File: config.mk
export PLATFORM = sky130hd
export DESIGN_NAME = fpl_top
export DESIGN_NICKNAME = d
export VERILOG_FILES = /design/src/fpl_pkg.sv /design/src/fpl_clamp_if.sv /design/src/fpl_top.sv /design/src/fpl_clamp.sv
export SDC_FILE = /design/constraint.sdc
export NUM_CORES = 1
export LEC_CHECK = 0
export BUFFER_PORTS_ARGS = -buffer_cell sky130_fd_sc_hd__buf_2
export CAP_MARGIN = 10
export CORE_AREA = 2 2 90 127
export CTS_CLUSTER_DIAMETER = 80
export DETAILED_ROUTE_END_ITERATION = 10
export DIE_AREA = 0 0 92 129
export PLACE_DENSITY = 0.77
export SYNTH_ARGS = -nofsm -noshare
export SYNTH_HDL_FRONTEND = slang
export SYNTH_SLANG_ARGS = --single-unit
File: constraint.sdc
create_clock -name clk_in -period 4.55 [get_ports clk_in]
set_input_delay 0.455 -clock clk_in [delete_from_list [all_inputs] [get_ports clk_in]]
set_output_delay 0.455 -clock clk_in [all_outputs]
set_load 0.01 [all_outputs]
File: src/fpl_pkg.sv
// Constants and types for the crystal calibration and pull-in limit block
// What this block does
// RULE1 - Calibration reaches about minus 771 ppm
// RULE2 - Offset is (word minus 39321) times step
// RULE3 - Limit low byte read-write, resets all ones
// RULE4 - Offset beyond limit is clamped, not tracked
// RULE5 - Limit judged against the calibrated crystal
// RULE6 - Ten-bit unsigned limit, symmetric both directions
// RULE7 - Limit top bits separate register, resets 03
// RULE8 - Writes act next cycle, reads return stored
package fpl_pkg;
  localparam int unsigned ADDR_W = 8;
  localparam int unsigned DATA_W = 8;
  localparam int unsigned CAL_W = 16;
  localparam int unsigned LIMIT_W = 10;
  localparam int unsigned LIM_HI_W = 2;
  localparam int unsigned OFF_W = 20;
  localparam logic [7:0] ADDR_CAL_LO = 8'h3C;
  localparam logic [7:0] ADDR_CAL_HI = 8'h3D;
  localparam logic [7:0] ADDR_LIM_LO = 8'h41;
  localparam logic [7:0] ADDR_LIM_HI = 8'h42;
  localparam logic [7:0] RST_CAL_LO = 8'h99;
  localparam logic [7:0] RST_CAL_HI = 8'h99;
  localparam logic [7:0] RST_LIM_LO = 8'hFF;
  localparam logic [7:0] RST_LIM_HI = 8'h03;
  localparam logic [7:0] RD_UNMAPPED = 8'h00;
  // Word that means zero ppm, 39321 decimal
  localparam logic [CAL_W-1:0] CAL_ZERO_WORD = 16'h9999;
  localparam real CAL_PPM_PER_STEP = 0.0196229;
  localparam int CAL_MIN_PPM = -771;
  typedef logic signed [OFF_W-1:0] fpl_off_t;
  typedef logic [LIMIT_W-1:0] fpl_limit_t;
endpackage

File: src/fpl_clamp_if.sv
// Carrier between the register file and the pull-in clamp
interface fpl_clamp_if
  import fpl_pkg::*;
  ();
  fpl_limit_t limit;
  fpl_off_t cal_off;
  fpl_off_t ref_off;
  fpl_off_t trk_off;
  logic at_limit;
  modport cfg(output limit, output cal_off, output ref_off, input trk_off, input at_limit);
  modport clamp(input limit, input cal_off, input ref_off, output trk_off, output at_limit);
endinterface

File: src/fpl_top.sv
// Calibration and pull-in limit registers with the clamp of the main digital pll
module fpl_top
  import fpl_pkg::*;
#(
  parameter int unsigned LIMIT_SCALE = 4
) (
  input wire logic clk_in,
  input wire logic reset_n_in,
  input wire logic [ADDR_W-1:0] reg_addr_in,
  input wire logic reg_wr_in,
  input wire logic [DATA_W-1:0] reg_wdata_in,
  input wire logic reg_rd_in,
  output logic [DATA_W-1:0] reg_rdata_out,
  output logic reg_rvalid_out,
  output logic reg_unmapped_out,
  input wire fpl_off_t ref_offset_in,
  output fpl_off_t trk_offset_out,
  output logic at_limit_out,
  output fpl_off_t cal_offset_out,
  output fpl_limit_t limit_out
);

  ////////////////////////////////////////////////////////////////////////////
  // Address decode

  logic sel_cal_lo;
  logic sel_cal_hi;
  logic sel_lim_lo;
  logic sel_lim_hi;
  logic sel_any;

  always_comb begin
    sel_cal_lo = (reg_addr_in == ADDR_CAL_LO);
    sel_cal_hi = (reg_addr_in == ADDR_CAL_HI);
    sel_lim_lo = (reg_addr_in == ADDR_LIM_LO);
    sel_lim_hi = (reg_addr_in == ADDR_LIM_HI);
    sel_any = sel_cal_lo | sel_cal_hi | sel_lim_lo | sel_lim_hi;
  end

  ////////////////////////////////////////////////////////////////////////////
  // Configuration registers

  logic [7:0] cal_lo_d;
  logic [7:0] cal_lo_q;
  logic [7:0] cal_hi_d;
  logic [7:0] cal_hi_q;
  logic [7:0] lim_lo_d;
  logic [7:0] lim_lo_q;
  logic [LIM_HI_W-1:0] lim_hi_d;
  logic [LIM_HI_W-1:0] lim_hi_q;
  fpl_off_t cal_off_d;
  fpl_off_t cal_off_q;

  always_comb begin
    cal_lo_d = cal_lo_q;
    cal_hi_d = cal_hi_q;
    lim_lo_d = lim_lo_q;
    lim_hi_d = lim_hi_q;
    if (reg_wr_in) begin
      if (sel_cal_lo) begin
        cal_lo_d = reg_wdata_in; // [RULE8]
      end
      if (sel_cal_hi) begin
        cal_hi_d = reg_wdata_in; // [RULE8]
      end
      if (sel_lim_lo) begin
        lim_lo_d = reg_wdata_in; // [RULE3]
      end
      if (sel_lim_hi) begin
        // Only the two limit bits are stored; the rest read as zero
        lim_hi_d = reg_wdata_in[LIM_HI_W-1:0]; // [RULE7]
      end
    end
    // Unsigned word, shifted so the zero-ppm word gives zero
    cal_off_d = OFF_W'({cal_hi_d, cal_lo_d}) - OFF_W'(CAL_ZERO_WORD); // [RULE2]
  end

  always_ff @(posedge clk_in or negedge reset_n_in) begin
    if (!reset_n_in) begin
      cal_lo_q <= RST_CAL_LO;
      cal_hi_q <= RST_CAL_HI;
      lim_lo_q <= RST_LIM_LO; // [RULE3]
      lim_hi_q <= RST_LIM_HI[LIM_HI_W-1:0]; // [RULE7]
      cal_off_q <= '0;
    end else begin
      cal_lo_q <= cal_lo_d;
      cal_hi_q <= cal_hi_d;
      lim_lo_q <= lim_lo_d;
      lim_hi_q <= lim_hi_d;
      // Built from the next values so the offset moves with the byte
      cal_off_q <= cal_off_d; // [RULE1]
    end
  end

  ////////////////////////////////////////////////////////////////////////////
  // Read-back

  logic [DATA_W-1:0] rdata_d;
  logic [DATA_W-1:0] rdata_q;
  logic rvalid_d;
  logic rvalid_q;
  logic unmapped_d;
  logic unmapped_q;

  always_comb begin
    rdata_d = rdata_q;
    rvalid_d = reg_rd_in;
    unmapped_d = (reg_rd_in | reg_wr_in) & ~sel_any;
    if (reg_rd_in) begin
      // A read in the cycle of a write returns the value before it
      if (sel_cal_lo) begin
        rdata_d = cal_lo_q; // [RULE8]
      end else if (sel_cal_hi) begin
        rdata_d = cal_hi_q;
      end else if (sel_lim_lo) begin
        rdata_d = lim_lo_q;
      end else if (sel_lim_hi) begin
        rdata_d = {{(DATA_W-LIM_HI_W){1'b0}}, lim_hi_q}; // [RULE7]
      end else begin
        rdata_d = RD_UNMAPPED;
      end
    end
  end

  always_ff @(posedge clk_in or negedge reset_n_in) begin
    if (!reset_n_in) begin
      rdata_q <= '0;
      rvalid_q <= 1'b0;
      unmapped_q <= 1'b0;
    end else begin
      rdata_q <= rdata_d;
      rvalid_q <= rvalid_d;
      unmapped_q <= unmapped_d;
    end
  end

  assign reg_rdata_out = rdata_q;
  assign reg_rvalid_out = rvalid_q;
  assign reg_unmapped_out = unmapped_q;

  ////////////////////////////////////////////////////////////////////////////
  // Pull-in clamp

  fpl_clamp_if lnk();

  // Ten-bit limit: companion bits on top of the low byte
  assign lnk.limit = {lim_hi_q, lim_lo_q}; // [RULE6]
  assign lnk.cal_off = cal_off_q; // [RULE5]
  assign lnk.ref_off = ref_offset_in;

  fpl_clamp #(
    .SCALE(LIMIT_SCALE)
  ) u_clamp (
    .clk_in(clk_in),
    .reset_n_in(reset_n_in),
    .lnk(lnk)
  );

  assign trk_offset_out = lnk.trk_off;
  assign at_limit_out = lnk.at_limit; // [RULE4]
  assign cal_offset_out = cal_off_q;
  assign limit_out = lnk.limit;
endmodule

File: src/fpl_clamp.sv
// Symmetric pull-in clamp of the tracked offset around the calibrated crystal
module fpl_clamp
  import fpl_pkg::*;
#(
  parameter int unsigned SCALE = 4
) (
  input wire logic clk_in,
  input wire logic reset_n_in,
  fpl_clamp_if.clamp lnk
);
  fpl_off_t rel;
  fpl_off_t bound;
  fpl_off_t trk_d;
  fpl_off_t trk_q;
  logic lim_d;
  logic lim_q;

  always_comb begin
    // Offset seen against the calibrated crystal, not the raw one
    rel = lnk.ref_off - lnk.cal_off; // [RULE5]
    bound = OFF_W'(lnk.limit) * OFF_W'(SCALE); // [RULE6]
    trk_d = rel;
    lim_d = 1'b0;
    if (rel > bound) begin
      trk_d = bound; // [RULE4]
      lim_d = 1'b1;
    end else if (rel < -bound) begin
      trk_d = -bound; // [RULE6]
      lim_d = 1'b1;
    end
  end

  always_ff @(posedge clk_in or negedge reset_n_in) begin
    if (!reset_n_in) begin
      trk_q <= '0;
      lim_q <= 1'b0;
    end else begin
      trk_q <= trk_d;
      lim_q <= lim_d;
    end
  end

  assign lnk.trk_off = trk_q;
  assign lnk.at_limit = lim_q;
endmodule

==> run metrics, run 1 <==
initial core utilization 49.9%; cell family with most CP delay compound AO/OA/AOI/OAI gates; Post-DP Area about 6000 um^2; clk root buf clkbuf_16; crit-path cells inv_1, ha_1, and2_1, a221oi_4, a211oi_4, o211ai_1, inv_1, ha_1, a2111oi_1, nand2_1, nor2_2, o21ai_1, maj3_2, o21ai_4, buf_4, clkbuf_16, a21oi_2, o22ai_1; Clk pwr share 26.8%; antenna violations before repair 0; final worst path period share 96.0%; R2R cell count 18; adder-cell share of the synthesized area 11.8%; Post-Synthesis Cells 560; mapped cell area 5340 um^2; cts bufs inserted 9; Rel. slew slack 33.0%; router iterations before antenna repair 5; Int Power 1.69 mW; Clock Latency Late Sink 0.34 ns; Max-cap violations 0; reg-to-reg critical path startpoint cal_offset_out[4]$_DFF_PN0_; Crit Path Max Fanout 10; Worst Hold Class in -> async; Post-Layout Cell Count 823; Fin. Hold Viols 0; Iteration-0 DRC Markers 310; full die area 11,900 um^2; Crit. Startpoint cal_offset_out[4]$_DFF_PN0_; largest net degree at the start of global routing 46; synth unique cells 69; CP arrival 4.60 ns; Post-synth EDFFs 0; CP Depth 18; Setup WS post-layout 0.180 ns; Final setup viols 0; buffer and inverter count on the worst path 4; crit path capture type register; leading area contributor after synthesis dfrtp_1; Worst-Margin Slew 1.01 ns; share of cells above drive strength 1 31.8%; TritonCTS clock tree built; most used flip-flop cell after synthesis dfrtp_1; Mean Syn Cell Area 9.54 um^2; compound-gate portion of the synthesized area 19.6%; CTS clock-pin slew for the worst setup and hold paths ~0.060 ns; CORE AREA roughly 11,000 um^2; Power, Total around 2.7 mW; n_diodes 0; pre-CTS setup slack -0.167 ns; P&R area growth vs syn 22.4%; floorplan row count 45; Synth area leaders dfrtp_1 (26%), ha_1 (11%), dfstp_2 (8.9%); clk buf depth 2; TNS Setup 0 ns; Worst VDD drop 290 uV; mux cell area share after synthesis 6.93%; Reg power frac around 30%; Worst path slowest cell a2111oi_1; sw frac 36.3%; I/O Pins around 100; commonest non-fill, non-tap cells in the layout buf_2 (100), inv_1 (59), dfrtp_1 (56); sequential share of the synthesized area between 30% and 40%; H-tree depth 3; status completed; Setup CP Type reg -> reg; Die W just over 90 um; wire per inst 17.8 um; LEAKAGE 3.19 nW; Worst Setup EP u_clamp.lnk.trk_off[8]$_DFF_PN0_; grt ovf 0; gpl congestion 0.940; Final Max Tran Viols 0; Yosys top cell area share about a quarter; startpoint class of the critical path register; Design Area, Final ~6500 um^2; Routed WL 14,600 um; HPWL Detailed 11,500 um; Die Height 129 um; commonest non-fill, non-tap cell in the layout buf_2; syn_nets 648; Clock Skew 0.00730 ns; number of global-route vias before repair 4,761; first-pass GRT wire length 22,700 um; placed cells 795; largest family of logic cells by synthesized area compound AO/OA/AOI/OAI gates; worst hold slack between 0.2 and 0.3 ns; Synth async-reset ratio 100%; Sw Pwr 966 uW; via count 4,717; drc violations 0; Logic pwr share 43.1%; Tmin final 4.37 ns; Fmax achieved between 200 and 250 MHz; CP Data Required Time 4.78 ns; #FFs+latches synth 74; crit-path max cell delay 0.38 ns; area share of and/or/nand/nor cells after synthesis between 10% and 20%; PortBufs 100; post-synthesis xor/xnor area fraction 5.25%; NumNets Final between 700 and 800; FF-to-FF End u_clamp.lnk.trk_off[8]$_DFF_PN0_; FF-to-FF setup slack 0.18 ns; fin util 61.1%; CTS sink cnt 74; Syn. warnings 0; drt via density around 5.7; DRT antenna net count 0; GRT Overall Usage 24.8%; PwrDens slightly above 400 nW/um^2
## sequential cells by signal (all words and copies together), names as in the netlist
signal / count
u_clamp.lnk.trk_off: 20
cal_offset_out: 17
cal_hi_q: 8
cal_lo_q: 8
lim_lo_q: 8
reg_rdata_out: 8
lim_hi_q: 2
reg_rvalid_out: 1
reg_unmapped_out: 1
u_clamp.lnk.at_limit: 1
## timing repair
| action | in CTS | in global routing |
|---|---|---|
| hold buffers | 0 | 0 |
| endpoints found under the hold margin | 0 | 0 |
| cloned | 0 | 2 |
| resized for setup | 1 | 22 |
| buffers inserted | 0 | 10 |
| endpoints found under the setup margin | 1 | 20 |
| pin swaps | 0 | 16 |
## per-layer routing
metal | vias to the layer above | share of wire, % | track usage [%]
met2 | 201 | 53 | 45.0
met1 | 2224 | 36 | 26.2
met5 | - | 0 | 0
met4 | 0 | 5.4 | 15.4
met3 | 63 | 5.7 | 5.09
li1 | 2229 | - | -
## cell type report
cell class	instances	area [um^2]
Fill cell	915	4160
Multi-Input combinational cell	411	3240
Sequential cell	74	1870
Timing Repair Buffer	122	726
Clock buffer	9	225
Inverter	59	221
Tap cell	141	176
Clock inverter	7	77.6
## power by group through the flow
stage	clock network (mW)	registers, mW	logic, mW
floorplan	0	0.843	0.681
global placement	0	0.811	0.987
detailed placement	0	0.812	1.02
CTS	0.723	0.801	1.02
global route	0.756	0.809	1.24
finish	0.713	0.800	1.14
## worst reg2reg max path, cell delays in order (launching register included)
cell,delay [ns]
dfrtp_1,0.34
inv_1,0.05
ha_1,0.36
and2_1,0.24
a221oi_4,0.35
a211oi_4,0.13
o211ai_1,0.37
inv_1,0.14
ha_1,0.35
a2111oi_1,0.38
nand2_1,0.11
nor2_2,0.16
o21ai_1,0.11
maj3_2,0.35
o21ai_4,0.26
buf_4,0.17
clkbuf_16,0.15
a21oi_2,0.05
o22ai_1,0.20
## cells in the mapped netlist (all sizes together), types with 6 or more instances
cell	instances
mux2	16
nand2b	6
mux2i	19
and3	10
dfstp	18
nand2	34
nor3	11
ha	47
buf	12
inv	59
o21a	6
a222oi	6
o22ai	10
nor2b	7
dfrtp	56
xnor2	29
nand3	13
a211oi	7
a31oi	7
nor2	44
a21oi	48
o21ai	23
## kinds of logic (layout without fill, tap and decap cells)
logic type,Yosys count,after routing
muxes,35,35
adders and majority gates,50,50
and+or+nand+nor,151,151
xor gates and xnor gates,32,32
AOI/OAI and AO/OA,143,143
buffers and inverters,75,197
DFF,74,74
## worst min path at each step
stage | end | slack, ns | cells after the start
after floorplan | cal_hi_q[1]$_DFF_PN0_ | 0.16 | 0
after CTS | u_clamp.lnk.trk_off[19]$_DFF_PN0_ | 0.31 | 1
after global routing | cal_offset_out[6]$_DFF_PN0_ | 0.37 | 1
final | cal_offset_out[6]$_DFF_PN0_ | 0.28 | 1
after global placement | reg_rdata_out[5]$_DFFE_PN0P_ | 0.51 | 2
after detailed placement | reg_rdata_out[6]$_DFFE_PN0P_ | 0.52 | 2
(Power assumes the default switching activity.)
==> inputs of run 2 (changes only) <==
CORE_AREA = 2 2 97 136   (was 2 2 90 127)
DIE_AREA = 0 0 99 138   (was 0 0 92 129)
PLACE_DENSITY = 0.69   (was 0.77)
SYNTH_HIERARCHICAL = 1   (was default)
==> run 2 against run 1 <==
Clock-buffer cell count did not move. Worst setup slack improved by 0.20 ns. Flip-flop and latch count did not move. Combinational power fell by 13%. Register-to-register slack improved by 0.20 ns. Sequential share of layout area rose by 0.20 points. Sequential power fell by 2%. Non-clock buffer count fell by 12. Fmax rose by 4.8%. Critical path type unchanged. Critical endpoint is now u_clamp/lnk.trk_off[2]$_DFF_PN0_.
==> run metrics, run 2 <==
Final Max Tran Viols 0 (unchanged); Synth async-reset ratio 100% (unchanged); max FFs per register 20 (unchanged); leading area contributor after synthesis dfrtp_1 (unchanged); clk buf depth 2 (unchanged); post_cts resized 0 (was 1); Tmin final 4.17 ns (was 4.37 ns); NumNets Final 780 (was 765); Setup CP Type reg -> reg (unchanged); Post-Layout Cell Count 850 (was 823); Fmax achieved 240 MHz (was 229 MHz); buffer and inverter count on the worst path 3 (was 4); via count 4,851 (was 4,717); syn_nets 677 (was 648); Post-DP Area 6160 um^2 (was 6000 um^2); initial core utilization 43.5% (was 49.9%); mapped cell area 5460 um^2 (was 5340 um^2); worst hold slack 0.139 ns (was 0.279 ns); HPWL Detailed 11,800 um (was 11,500 um); I/O Pins 101 (unchanged); drt via density 5.71 (was 5.73); router iterations before antenna repair 5 (unchanged); most used flip-flop cell after synthesis dfrtp_1 (unchanged); Power, Total 2.58 mW (was 2.66 mW); TritonCTS clock tree built (unchanged); TNS Setup 0 ns (unchanged); Iteration-0 DRC Markers 258 (was 310); DR top layer met4 (unchanged); met3 WL 626 um (was 829 um); Routed WL 14,700 um (was 14,600 um); met1 wire length 5560 um (was 5290 um); grt ovf 0 (unchanged); gpl congestion 0.957 (was 0.940); Worst Hold Class in -> async (unchanged); cts bufs inserted 9 (unchanged); final worst path period share 91.7% (was 96.0%); Worst path slowest cell fa_1 (was a2111oi_1); crit-path cells ha_1, inv_1, fa_1, a21o_1, a221oi_2, buf_4, a21oi_1, nor2b_1, xnor2_1, ha_1, nand4_1, nor3_1, a2111oi_0, a2111oi_0, o22ai_1, a41oi_4, buf_12, or2_4, a21oi_1 (was inv_1, ha_1, and2_1, a221oi_4, a211oi_4, o211ai_1, inv_1, ha_1, a2111oi_1, nand2_1, nor2_2, o21ai_1, maj3_2, o21ai_4, buf_4, clkbuf_16, a21oi_2, o22ai_1); routed wl met2 7840 um (was 7720 um); Die Height 138 um (was 129 um); synth unique cells 79 (was 69); first-pass GRT wire length 23,900 um (was 22,700 um); CP arrival 4.45 ns (was 4.60 ns); Worst VDD drop 219 uV (was 290 uV); crit-path max cell delay 0.41 ns (was 0.38 ns); Die W 99 um (was 92 um); clk root buf clkbuf_16 (unchanged); CTS sink cnt 74 (unchanged); commonest non-fill, non-tap cell in the layout buf_2 (unchanged); top-count cell post-synth dfrtp_1 (was inv_1); H-tree depth 3 (unchanged); Post-CTS Setup Repair Bufs 0 (unchanged); CTS clock-pin slew for the worst setup and hold paths 0.07 ns (was 0.06 ns); antenna violations before repair 0 (unchanged); startpoint class of the critical path register (unchanged); CP Data Required Time 4.82 ns (was 4.78 ns); status completed (unchanged); PortBufs 100 (unchanged); Final setup viols 0 (unchanged); DRT antenna net count 0 (unchanged); #FFs+latches synth 74 (unchanged); Mean Syn Cell Area 9.28 um^2 (was 9.54 um^2); share of cells above drive strength 1 26.3% (was 31.8%); Synth area leaders dfrtp_1 (26%), ha_1 (11%), dfstp_2 (8.7%) (was dfrtp_1 (26%), ha_1 (11%), dfstp_2 (8.9%)); largest net degree at the start of global routing 46 (unchanged); Yosys top cell area share 25.6% (was 26.2%); hold buffer count at CTS 0 (unchanged); Post-Synthesis Cells 589 (was 560); Crit Path Max Fanout 28 (was 10); GRT Overall Usage 21.7% (was 24.8%); sequential share of the synthesized area 34.3% (was 35.1%); floorplan row count 49 (was 45); Fin. Hold Viols 0 (unchanged); RSZ-0062 raised after global routing no; P&R area growth vs syn 18.8% (was 22.4%); Syn. warnings 6 (was 0); drc violations 0 (unchanged); Rel. slew slack 53.4% (was 33.0%); full die area 13,700 um^2 (was 11,900 um^2); crit path capture type register (unchanged); Clock Skew 0.0108 ns (was 0.00730 ns); synth cell count leaders dfrtp_1 (56), inv_1 (51), nor2_1 (50), a21oi_1 (48), ha_1 (47) (was inv_1 (59), dfrtp_1 (56), ha_1 (47), a21oi_1 (44), nor2_1 (44)); Post-synth EDFFs 0 (unchanged); n_diodes 0 (unchanged); CORE AREA 12,600 um^2 (was 10,700 um^2); commonest non-fill, non-tap cells in the layout buf_2 (100), dfrtp_1 (56), inv_1 (51) (was buf_2 (100), inv_1 (59), dfrtp_1 (56)); wire per inst 17.3 um (was 17.8 um); Worst-Margin Slew 0.690 ns (was 1.01 ns); Design Area, Final 6490 um^2 (was 6540 um^2); PwrDens 398 nW/um^2 (was 407 nW/um^2); cell family with most CP delay compound AO/OA/AOI/OAI gates (unchanged); LEAKAGE 3.13 nW (was 3.19 nW); Clock Latency Late Sink 0.34 ns (about the same); placed cells 834 (was 795); number of global-route vias before repair 4,898 (was 4,761); Max-cap violations 0 (unchanged)
[run 2: routing by layer]
layer / global-route usage [%] / vias up
met5: 0 / -
met4: 10.7 / 0
met2: 39.5 / 164
met3: 3.03 / 45
met1: 24.5 / 2325
li1: - / 2317
[run 2: cells by family after synthesis]
kind of cell	after synthesis	synth area share (%)
compound gates	145	18.5
xor+xnor	35	5.61
flops	74	34.3
buf+inv	72	5.47
mux	46	9.14
simple gates	169	15.8
fa+ha+maj	48	11.1
[run 2: through the flow]
stage | utilization [%] | setup WS [ns]
6_report | 51.6 | 0.378
5_1_grt | 51.6 | 0.0447
4_1_cts | 51.6 | 0.400
3_5_place_dp | 49.0 | 0.183
3_3_place_gp | 49.0 | 0.299
2_1_floorplan | - | 0.397
[run 2: layout make-up]
type / instances / area (um^2)
fill: 1127 / 6080
multi-input combinational: 443 / 3290
sequential: 74 / 1870
timing repair buffer: 110 / 601
clock buffer: 9 / 225
inverter: 54 / 203
tap: 153 / 191
clock inverter: 7 / 105
[run 2: final timing paths]
path                                                    from                                to  slack, ns  depth (start not counted)
worst max-delay path             cal_offset_out[0]$_DFF_PN0_  u_clamp/lnk.trk_off[2]$_DFF_PN0_       0.38                         19
worst min-delay path                              reset_n_in  u_clamp/lnk.trk_off[1]$_DFF_PN0_       0.14                          1
worst max register to register   cal_offset_out[0]$_DFF_PN0_  u_clamp/lnk.trk_off[2]$_DFF_PN0_       0.38                         19
worst min register to register  reg_rdata_out[4]$_DFFE_PN0P_      reg_rdata_out[4]$_DFFE_PN0P_       0.52                          2
max in group asynchronous                         reset_n_in             cal_hi_q[4]$_DFF_PN1_       3.40                          2
min in group clk_in                          reg_wdata_in[6]           lim_lo_q[6]$_DFFE_PN1P_       0.38                          2
[run 2: power by group]
group / leakage [nW] / switching (mW) / internal [mW]
Clock: 0.159 / 0.315 / 0.490
Sequential: 0.876 / 0.0401 / 0.744
Combinational: 2.10 / 0.569 / 0.422
